$ cat config.mk
export PLATFORM = sky130hd
export DESIGN_NAME = tsp_pin_mux
export DESIGN_NICKNAME = d
export VERILOG_FILES = /design/src/core/tsp_pkg.sv /design/src/core/tsp_pin_cell.sv /design/src/core/tsp_pin_mux.sv
export VERILOG_INCLUDE_DIRS = /design/src /design/src/core
export SDC_FILE = /design/constraint.sdc
export NUM_CORES = 1
export LEC_CHECK = 0
export ABC_AREA = 1
export BUFFER_PORTS_ARGS = -buffer_cell sky130_fd_sc_hd__clkbuf_2
export CORE_MARGIN = 5
export CORE_UTILIZATION = 30
export CTS_CLUSTER_DIAMETER = 200
export CTS_CLUSTER_SIZE = 8
export DETAILED_ROUTE_END_ITERATION = 7
export SYNTH_ARGS = -nofsm -noshare
export SYNTH_HDL_FRONTEND = slang
export SYNTH_SLANG_ARGS = --single-unit
$ cat constraint.sdc
create_clock -name clock -period 1.2 [get_ports clock]
set_clock_uncertainty 0.2 [all_clocks]
set_input_delay 0.24 -clock clock [delete_from_list [all_inputs] [get_ports clock]]
set_output_delay 0.24 -clock clock [all_outputs]
set_load 0.02 [all_outputs]
$ cat src/core/tsp_defines.svh
// Offsets, field positions, reset value and read-zero value of the pin mux.
`ifndef TSP_DEFINES_SVH
`define TSP_DEFINES_SVH

`define TSP_ADDR_W 8
`define TSP_DATA_W 8

`define TSP_OFF_ANTENNA_CTRL 8'h00
`define TSP_OFF_DIVERSITY_CTRL 8'h01
`define TSP_OFF_TX_RAMP_CTRL 8'h02
`define TSP_OFF_PIN_OVERRIDE 8'h03
`define TSP_OFF_PIN_DRIVE_ENABLE 8'h04
`define TSP_OFF_PIN_FUNCTION 8'h05
`define TSP_OFF_LINK_LOCK_CFG 8'h06

`define TSP_BIT_ANT_REG_SELECT 3
`define TSP_BIT_ANT_REG_VALUE 4
`define TSP_BIT_ANT_REG_VALUE_RD 5
`define TSP_BIT_DIVERSITY_EN 7
`define TSP_BIT_CMD_BIT 0
`define TSP_BIT_RAMP_CTRL_EN 3
`define TSP_BIT_LINK_LOCK 4
`define TSP_BIT_DATA_OVR 0
`define TSP_BIT_ANT_OVR 1
`define TSP_BIT_CMD_OVR 2
`define TSP_BIT_CMD_SHARED 5
`define TSP_BIT_DATA_SHARED 6
`define TSP_BIT_ANT_SHARED 7
`define TSP_BIT_LINK_LOCK_EN 6

`define TSP_RST_REG 8'h00
`define TSP_RD_ZERO 8'h00

`endif

$ cat src/core/tsp_pkg.sv
// Types shared by the pin mux top and its per-pin cell.
package tsp_pkg;

    typedef logic [7:0] tsp_byte_t;

    // Software view of one shared pin.
    typedef struct packed {
        logic func_sel;
        logic drive_en;
        logic ovr_bit;
    } tsp_cell_cfg_s;

endpackage

$ cat src/core/tsp_pin_cell.sv
// One shared transceiver pin: direction, output value and level sampling.
`timescale 1ns/100ps
module tsp_pin_cell
    import tsp_pkg::*;
(
    // Clock and reset
    input wire logic clock,
    input wire logic arst_n,
    // Selection
    input wire logic card_mode,
    input wire logic use_int,
    input wire logic int_val,
    input wire tsp_pkg::tsp_cell_cfg_s cfg,
    // Pin
    input wire logic pin_in,
    output logic pin_out,
    output logic pin_oe,
    output logic pin_level
);
    import tsp_pkg::*;

    logic nxt_oe;
    logic nxt_out;
    logic pin_out_ff;
    logic pin_oe_ff;
    logic pin_level_ff;

    // Address mode leaves the pin as an input whatever software asks for.
    assign nxt_oe = card_mode & (use_int | cfg.drive_en);
    assign nxt_out = nxt_oe & (use_int ? int_val : cfg.ovr_bit);

    always_ff @(posedge clock or negedge arst_n)
    begin
        if (!arst_n)
        begin
            pin_oe_ff <= 1'b0;
            pin_out_ff <= 1'b0;
            pin_level_ff <= 1'b0;
        end
        else
        begin
            pin_oe_ff <= nxt_oe;
            pin_out_ff <= nxt_out;
            pin_level_ff <= pin_in;
        end
    end

    assign pin_out = pin_out_ff;
    assign pin_oe = pin_oe_ff;
    assign pin_level = pin_level_ff;

endmodule

$ cat src/core/tsp_pin_mux.sv
// Transceiver pin mux: dedicated antenna pin, four shared pins, registers.
`timescale 1ns/100ps
`include "tsp_defines.svh"
module tsp_pin_mux
    import tsp_pkg::*;
(
    // Clock and reset
    input wire logic clock,
    input wire logic arst_n,
    // Register port
    input wire logic [`TSP_ADDR_W-1:0] reg_addr,
    input wire tsp_pkg::tsp_byte_t reg_wdata,
    input wire logic reg_wr,
    input wire logic reg_rd,
    output tsp_pkg::tsp_byte_t reg_rdata,
    // Bus-mode strap, high for card mode
    input wire logic bus_mode_card,
    // Internal transmit and diversity logic
    input wire logic tx_active,
    input wire logic tx_timing_active,
    input wire logic ramp_timing_first,
    input wire logic tx_serial_data,
    input wire logic diversity_antenna_choice,
    // Dedicated antenna pin
    output logic antenna_select_out,
    // Shared antenna pin
    input wire logic ant_pin_in,
    output logic ant_pin_out,
    output logic ant_pin_oe,
    // Shared transmit-command pin
    input wire logic cmd_pin_in,
    output logic cmd_pin_out,
    output logic cmd_pin_oe,
    // Shared transmit-data pin
    input wire logic data_pin_in,
    output logic data_pin_out,
    output logic data_pin_oe,
    // Shared link-lock pin
    input wire logic lock_pin_in,
    output logic lock_pin_out,
    output logic lock_pin_oe,
    // Address bits seen on the shared pins in address mode
    output logic isa_addr_bit_23,
    output logic isa_addr_bit_21,
    output logic isa_addr_bit_20,
    output logic isa_addr_bit_15
);
    import tsp_pkg::*;

    tsp_byte_t antenna_ctrl_reg_ff;
    tsp_byte_t diversity_ctrl_reg_ff;
    tsp_byte_t tx_ramp_ctrl_reg_ff;
    tsp_byte_t pin_override_reg_ff;
    tsp_byte_t pin_drive_enable_reg_ff;
    tsp_byte_t pin_function_reg_ff;
    tsp_byte_t link_lock_cfg_reg_ff;
    tsp_byte_t reg_rdata_ff;
    tsp_byte_t nxt_rdata;
    logic antenna_select_out_ff;
    logic nxt_antenna_select;

    logic antenna_reg_select_enable;
    logic antenna_reg_value;
    logic diversity_enable;
    logic command_bit;
    logic ramp_reg_control_enable;
    logic link_lock_bit;
    logic link_lock_drive_enable;
    tsp_cell_cfg_s ant_cfg;
    tsp_cell_cfg_s cmd_cfg;
    tsp_cell_cfg_s data_cfg;
    tsp_cell_cfg_s lock_cfg;
    logic ant_use_int;
    logic ant_int_val;
    logic cmd_use_int;
    logic cmd_int_val;
    logic ant_level;
    logic cmd_level;
    logic data_level;
    logic lock_level;

    function automatic logic hit(input logic [`TSP_ADDR_W-1:0] off);
        hit = (reg_addr == off);
    endfunction

    assign antenna_reg_select_enable =
        antenna_ctrl_reg_ff[`TSP_BIT_ANT_REG_SELECT];
    assign antenna_reg_value = antenna_ctrl_reg_ff[`TSP_BIT_ANT_REG_VALUE];
    assign diversity_enable = diversity_ctrl_reg_ff[`TSP_BIT_DIVERSITY_EN];
    assign command_bit = tx_ramp_ctrl_reg_ff[`TSP_BIT_CMD_BIT];
    assign ramp_reg_control_enable =
        tx_ramp_ctrl_reg_ff[`TSP_BIT_RAMP_CTRL_EN];
    assign link_lock_bit = tx_ramp_ctrl_reg_ff[`TSP_BIT_LINK_LOCK];
    assign link_lock_drive_enable =
        link_lock_cfg_reg_ff[`TSP_BIT_LINK_LOCK_EN];

    assign ant_cfg = '{func_sel: pin_function_reg_ff[`TSP_BIT_ANT_SHARED],
        drive_en: pin_drive_enable_reg_ff[`TSP_BIT_ANT_SHARED],
        ovr_bit: pin_override_reg_ff[`TSP_BIT_ANT_OVR]};
    // The command override only counts once ramp control is on.
    assign cmd_cfg = '{func_sel: pin_function_reg_ff[`TSP_BIT_CMD_SHARED],
        drive_en: pin_drive_enable_reg_ff[`TSP_BIT_CMD_SHARED],
        ovr_bit: pin_override_reg_ff[`TSP_BIT_CMD_OVR]};
    assign data_cfg = '{func_sel: pin_function_reg_ff[`TSP_BIT_DATA_SHARED],
        drive_en: pin_drive_enable_reg_ff[`TSP_BIT_DATA_SHARED],
        ovr_bit: pin_override_reg_ff[`TSP_BIT_DATA_OVR]};
    assign lock_cfg = '{func_sel: 1'b1, drive_en: link_lock_drive_enable,
        ovr_bit: link_lock_bit};

    // Transmit wins over everything on the dedicated pin.
    assign nxt_antenna_select = !tx_active & (diversity_enable ?
        diversity_antenna_choice :
        (antenna_reg_select_enable & antenna_reg_value));

    assign ant_use_int = !ant_cfg.func_sel;
    assign ant_int_val = antenna_reg_select_enable ? antenna_reg_value :
        diversity_antenna_choice;
    assign cmd_use_int = !ramp_reg_control_enable | !cmd_cfg.func_sel;
    assign cmd_int_val = ramp_reg_control_enable ?
        (command_bit | ramp_timing_first) : tx_timing_active;

    // Each cell registers its drive; the strap gates every driver.
    tsp_pin_cell u_ant_cell
    (
        .clock(clock),
        .arst_n(arst_n),
        .card_mode(bus_mode_card),
        .use_int(ant_use_int),
        .int_val(ant_int_val),
        .cfg(ant_cfg),
        .pin_in(ant_pin_in),
        .pin_out(ant_pin_out),
        .pin_oe(ant_pin_oe),
        .pin_level(ant_level)
    );

    tsp_pin_cell u_cmd_cell
    (
        .clock(clock),
        .arst_n(arst_n),
        .card_mode(bus_mode_card),
        .use_int(cmd_use_int),
        .int_val(cmd_int_val),
        .cfg(cmd_cfg),
        .pin_in(cmd_pin_in),
        .pin_out(cmd_pin_out),
        .pin_oe(cmd_pin_oe),
        .pin_level(cmd_level)
    );

    tsp_pin_cell u_data_cell
    (
        .clock(clock),
        .arst_n(arst_n),
        .card_mode(bus_mode_card),
        .use_int(!data_cfg.func_sel),
        .int_val(!tx_serial_data),
        .cfg(data_cfg),
        .pin_in(data_pin_in),
        .pin_out(data_pin_out),
        .pin_oe(data_pin_oe),
        .pin_level(data_level)
    );

    tsp_pin_cell u_lock_cell
    (
        .clock(clock),
        .arst_n(arst_n),
        .card_mode(bus_mode_card),
        .use_int(1'b0),
        .int_val(1'b0),
        .cfg(lock_cfg),
        .pin_in(lock_pin_in),
        .pin_out(lock_pin_out),
        .pin_oe(lock_pin_oe),
        .pin_level(lock_level)
    );

    // Override and link-lock readback use the sampled pin levels, not the stored bits.
    assign nxt_rdata =
        hit(`TSP_OFF_ANTENNA_CTRL) ?
            {2'b00, antenna_reg_value, 1'b0,
             antenna_reg_select_enable, 3'b000} :
        hit(`TSP_OFF_DIVERSITY_CTRL) ? {diversity_enable, 7'b000_0000} :
        hit(`TSP_OFF_TX_RAMP_CTRL) ?
            {3'b000, lock_level, ramp_reg_control_enable, 2'b00,
             command_bit} :
        hit(`TSP_OFF_PIN_OVERRIDE) ?
            {5'b0_0000, cmd_level, ant_level, data_level} :
        hit(`TSP_OFF_PIN_DRIVE_ENABLE) ?
            {pin_drive_enable_reg_ff[7:5], 5'b0_0000} :
        hit(`TSP_OFF_PIN_FUNCTION) ?
            {pin_function_reg_ff[7:5], 5'b0_0000} :
        hit(`TSP_OFF_LINK_LOCK_CFG) ?
            {1'b0, link_lock_drive_enable, 6'b00_0000} :
        `TSP_RD_ZERO;

    always_ff @(posedge clock or negedge arst_n)
    begin
        if (!arst_n)
        begin
            antenna_ctrl_reg_ff <= `TSP_RST_REG;
            diversity_ctrl_reg_ff <= `TSP_RST_REG;
            tx_ramp_ctrl_reg_ff <= `TSP_RST_REG;
            pin_override_reg_ff <= `TSP_RST_REG;
            pin_drive_enable_reg_ff <= `TSP_RST_REG;
            pin_function_reg_ff <= `TSP_RST_REG;
            link_lock_cfg_reg_ff <= `TSP_RST_REG;
        end
        else if (reg_wr)
        begin
            if (hit(`TSP_OFF_ANTENNA_CTRL))
                antenna_ctrl_reg_ff <= reg_wdata;
            if (hit(`TSP_OFF_DIVERSITY_CTRL))
                diversity_ctrl_reg_ff <= reg_wdata;
            if (hit(`TSP_OFF_TX_RAMP_CTRL))
                tx_ramp_ctrl_reg_ff <= reg_wdata;
            if (hit(`TSP_OFF_PIN_OVERRIDE))
                pin_override_reg_ff <= reg_wdata;
            if (hit(`TSP_OFF_PIN_DRIVE_ENABLE))
                pin_drive_enable_reg_ff <= reg_wdata;
            if (hit(`TSP_OFF_PIN_FUNCTION))
                pin_function_reg_ff <= reg_wdata;
            if (hit(`TSP_OFF_LINK_LOCK_CFG))
                link_lock_cfg_reg_ff <= reg_wdata;
        end
    end

    always_ff @(posedge clock or negedge arst_n)
    begin
        if (!arst_n)
        begin
            reg_rdata_ff <= `TSP_RD_ZERO;
            antenna_select_out_ff <= 1'b0;
        end
        else
        begin
            reg_rdata_ff <= reg_rd ? nxt_rdata : `TSP_RD_ZERO;
            antenna_select_out_ff <= nxt_antenna_select;
        end
    end

    assign reg_rdata = reg_rdata_ff;
    assign antenna_select_out = antenna_select_out_ff;
    assign isa_addr_bit_23 = ant_level;
    assign isa_addr_bit_21 = cmd_level;
    assign isa_addr_bit_20 = data_level;
    assign isa_addr_bit_15 = lock_level;

    property p_ant_tx_low;
        @(posedge clock) disable iff (!arst_n)
        tx_active |=> !antenna_select_out;
    endproperty
    a_ant_tx_low: assert property (p_ant_tx_low)
        else $error("Dedicated antenna pin high during transmit.");

    property p_ant_reg_value;
        @(posedge clock) disable iff (!arst_n)
        (!tx_active && !diversity_enable) |=>
            antenna_select_out == $past(antenna_reg_select_enable &
            antenna_reg_value);
    endproperty
    a_ant_reg_value: assert property (p_ant_reg_value)
        else $error("Dedicated antenna pin ignores register control.");

    property p_ant_diversity;
        @(posedge clock) disable iff (!arst_n)
        (!tx_active && diversity_enable) |=>
            antenna_select_out == $past(diversity_antenna_choice);
    endproperty
    a_ant_diversity: assert property (p_ant_diversity)
        else $error("Dedicated antenna pin ignores diversity choice.");

    property p_addr_mode_inputs;
        @(posedge clock) disable iff (!arst_n)
        !bus_mode_card |=>
            !(ant_pin_oe || cmd_pin_oe || data_pin_oe || lock_pin_oe);
    endproperty
    a_addr_mode_inputs: assert property (p_addr_mode_inputs)
        else $error("Shared pin driven in address mode.");

    property p_ant_shared_int;
        @(posedge clock) disable iff (!arst_n)
        (bus_mode_card && !ant_cfg.func_sel) |=>
            ant_pin_oe && ant_pin_out == $past(ant_int_val);
    endproperty
    a_ant_shared_int: assert property (p_ant_shared_int)
        else $error("Shared antenna pin not driven from antenna source.");

    property p_ant_shared_ovr;
        @(posedge clock) disable iff (!arst_n)
        (bus_mode_card && ant_cfg.func_sel) |=>
            ant_pin_oe == $past(ant_cfg.drive_en) &&
            (!ant_pin_oe || ant_pin_out == $past(ant_cfg.ovr_bit));
    endproperty
    a_ant_shared_ovr: assert property (p_ant_shared_ovr)
        else $error("Shared antenna override misbehaves.");

    property p_ant_readback;
        @(posedge clock) disable iff (!arst_n)
        (reg_rd && reg_addr == `TSP_OFF_PIN_OVERRIDE) |=>
            reg_rdata[`TSP_BIT_ANT_OVR] == $past(ant_pin_in, 2) &&
            reg_rdata[`TSP_BIT_CMD_OVR] == $past(cmd_pin_in, 2) &&
            reg_rdata[`TSP_BIT_DATA_OVR] == $past(data_pin_in, 2);
    endproperty
    a_ant_readback: assert property (p_ant_readback)
        else $error("Override readback differs from pin levels.");

    property p_cmd_int;
        @(posedge clock) disable iff (!arst_n)
        (bus_mode_card && cmd_use_int) |=> cmd_pin_oe &&
            cmd_pin_out == $past(ramp_reg_control_enable ?
            (command_bit | ramp_timing_first) : tx_timing_active);
    endproperty
    a_cmd_int: assert property (p_cmd_int)
        else $error("Command pin not driven from timing source.");

    property p_cmd_ovr;
        @(posedge clock) disable iff (!arst_n)
        (bus_mode_card && ramp_reg_control_enable && cmd_cfg.func_sel) |=>
            cmd_pin_oe == $past(cmd_cfg.drive_en) &&
            (!cmd_pin_oe || cmd_pin_out == $past(cmd_cfg.ovr_bit));
    endproperty
    a_cmd_ovr: assert property (p_cmd_ovr)
        else $error("Command override misbehaves.");

    property p_data_pin;
        @(posedge clock) disable iff (!arst_n)
        bus_mode_card |=> data_pin_oe == $past(!data_cfg.func_sel ||
            data_cfg.drive_en) && (!data_pin_oe || data_pin_out ==
            $past(data_cfg.func_sel ? data_cfg.ovr_bit : !tx_serial_data));
    endproperty
    a_data_pin: assert property (p_data_pin)
        else $error("Data pin drive wrong.");

    property p_lock_pin;
        @(posedge clock) disable iff (!arst_n)
        bus_mode_card |=> lock_pin_oe == $past(link_lock_drive_enable) &&
            (!lock_pin_oe || lock_pin_out == $past(link_lock_bit));
    endproperty
    a_lock_pin: assert property (p_lock_pin)
        else $error("Link-lock pin drive wrong.");

    property p_lock_readback;
        @(posedge clock) disable iff (!arst_n)
        (reg_rd && reg_addr == `TSP_OFF_TX_RAMP_CTRL) |=>
            reg_rdata[`TSP_BIT_LINK_LOCK] == $past(lock_pin_in, 2);
    endproperty
    a_lock_readback: assert property (p_lock_readback)
        else $error("Link-lock readback differs from pin level.");

endmodule

==> metrics <==
dpl hpwl 2.89 mm; initial antenna violation count 0; Mean Syn Cell Area roughly 9.1 um2; clock slew at reported path FFs roughly 70 ps; biggest area consumer among synthesized cells dfrtp_1; maximum clock path buffer count 2; First-pass DRT Iterations 4; ANT nets after route 0; MaxCap Viol Count 0; Worst Hold Class in -> reg; Final period util 106%; Req. time, crit path around 760 ps; Final Util 46.5%; failing checks negative setup slack; maximum VDD drop 0.412 mV; DRC 0; Global Route Usage Sum approximately 12%; CP cell instances clkbuf_8; Post-Syn Area 0.00161 mm2; initial DRC count 60; WP data arrival 830 ps; IO Pins 51; Synth cell types 23; final setup margin -67.3 ps; fin nets 286; critical path's slowest cell dfrtp_1; vias in the first global route 1,412; total gr overflow 0; Crit Path Max Fanout 2; # port buffers 50; flop and latch count out of synthesis 37; average wire per standard cell around 12 um; Filler Cell Count between 400 and 500; hold path startpoint reg_wdata[2]; first-pass GRT wire length 6.49 mm; Critical Path Sink Type primary output; Starting Density a little under a third; number of failing hold endpoints at the final stage 0; worst-skew pair later-pin latency roughly 290 ps; Power per Cell Area 1140 mW/mm2; Slew headroom 85.5%; routability cong. 0.764; register area around 930 um2; Die ar. about 0.0069 mm2; unrepaired setup endpoints after global routing true; final wirelength 3.79 mm; Mapped Nets 207; Num CTS Buffers 5; CTS Sinks 37; pin count of the biggest net entering global routing 38; crit path launch type flop; core area 0.00517 mm2; worst setup path start u_data_cell.pin_level; post-synthesis sequential area ratio 57.5%; DR vias/cell 4.28; Crit Path Category reg -> out; Post-DP Area 0.00201 mm2; min Tclk post-route 1270 ps; Buffers & Inverters on Critical Path 1; CTS root buffer clkbuf_8; crit-path max cell delay ~380 ps; Pleak 1.21 nW; post-route design area 0.00240 mm2; CP delay by family, top flip-flops; Worst Max-Slew Pin Slew approximately 220 ps; Setup WS pre-CTS -225 ps; TritonCTS clock tree yes; die height 83.3 um; Area Overhead vs Synth 49.3%; Slew Viols, Final 0; Post-Synthesis Cells 177; layout cells sized above 1 35.0%; Rows 26; Synth area leaders dfrtp_1, nand2_1, nand3_1, inv_1, o21ai_1; die span in x 83.3 um; FMAX 0.789 GHz; final setup violation count 21; area of the multi-input gates roughly 570 um2; outcome finished with violations; Reg-to-Reg Start pin_function_reg_ff[7]; share of the synthesized area in the top cell type 57.5%; antenna cells 0; Max H-tree Level 2; Via Count 1,401; Ys Warns 0
==> per-stage QoR <==
| step | hold WS, ps | cells | TNS [ps] | power [mW] |
|---|---|---|---|---|
| finish | 8.19 | 327 | -753 | 2.75 |
| global route | 10.4 | 327 | -1340 | 2.88 |
| CTS | 9.02 | 324 | -1140 | 2.75 |
| detailed placement | 27.5 | 304 | -3520 | 1.61 |
| global placement | 20.7 | 304 | -2790 | 1.60 |
| floorplan | -256 | 177 | 0 | 1.45 |
==> state kept, by name, indices dropped and copies added (netlist names), 2 cells and up <==
name,count
pin_drive_enable_reg_ff,3
pin_override_reg_ff,3
pin_function_reg_ff,3
reg_rdata,8
tx_ramp_ctrl_reg_ff,3
antenna_ctrl_reg_ff,2
==> final cells by class <==
class                      count  area share [%]
sequential                    37            38.5
timing repair buffer          73            24.8
tap                           70            3.64
multi-input combinational    113            23.9
clock buffer                   7            3.59
clock inverter                 1            1.25
inverter                      26            4.27
==> final timing paths <==
kind / end / slack, ps / cells after the start
setup / recovery: isa_addr_bit_20 / -70 / 1
hold / removal: pin_override_reg_ff[2] / 8 / 3
setup reg to reg: u_ant_cell.pin_out / 30 / 5
hold reg to reg: tx_ramp_ctrl_reg_ff[4] / 300 / 2
max in group asynchronous: pin_override_reg_ff[0] / 370 / 3
min in group asynchronous: reg_rdata[0] / 250 / 3
==> worst min-delay path, delay by kind of cell <==
family	cells	cell delay, ps
compound gates	1	80
buf+inv	2	120
==> cell usage in the layout, fill, tap and decap left out, types with 7 or more instances in the layout <==
master	instances
o21ai_1	15
clkbuf_2	29
buf_6	20
nor2_1	12
inv_1	23
nand2_1	36
nand3_1	19
nor2_2	7
dlygate4sd3_1	11
buf_4	11
clkbuf_8	7
dfrtp_1	37
==> where the power goes <==
group / total, mW / switching, mW / internal [mW]
clock network: 1.10 / 0.426 / 0.677
registers: 1.32 / 0.0335 / 1.29
logic: 0.323 / 0.165 / 0.158
total: 2.75 / 0.624 / 2.13
==> Yosys cell counts, drive strengths merged <==
| cell | count |
|---|---|
| nand2 | 42 |
| dfrtp | 37 |
| inv | 25 |
| nand3 | 21 |
| nor2 | 21 |
| o21ai | 18 |
| nor3 | 3 |
| a21oi | 2 |
| nor3b | 2 |
| a21boi | 1 |
| a31oi | 1 |
| buf | 1 |
| clkinv | 1 |
| nand4 | 1 |
| o211ai | 1 |
==> per-layer routing <==
layer / track usage, % / share of wire [%] / vias to the layer above
met5: 0 / 0 / -
met4: 5.05 / 2.7 / 0
met3: 5.05 / 5.5 / 11
met2: 18.4 / 48 / 32
met1: 13.4 / 43 / 639
li1: - / - / 719
==> what timing repair did <==
action                                  CTS  global route
endpoints found under the setup margin   21            25
buffers inserted                          1             3
hold endpoints to repair                 48             0
hold buffers                             11             0
pin swaps                                 0             3
gates resized for setup                   2            65
==> logic make-up (layout without fill, tap and decap cells) <==
family	count (synthesis)	after routing	share of synthesized area, %
flip-flops	37	37	57.5
AND/OR/NAND/NOR	90	90	27.7
AO/OA/AOI/OAI	23	23	7.54
buffers and inverters	27	107	7.30
(Power assumes the default switching activity.)
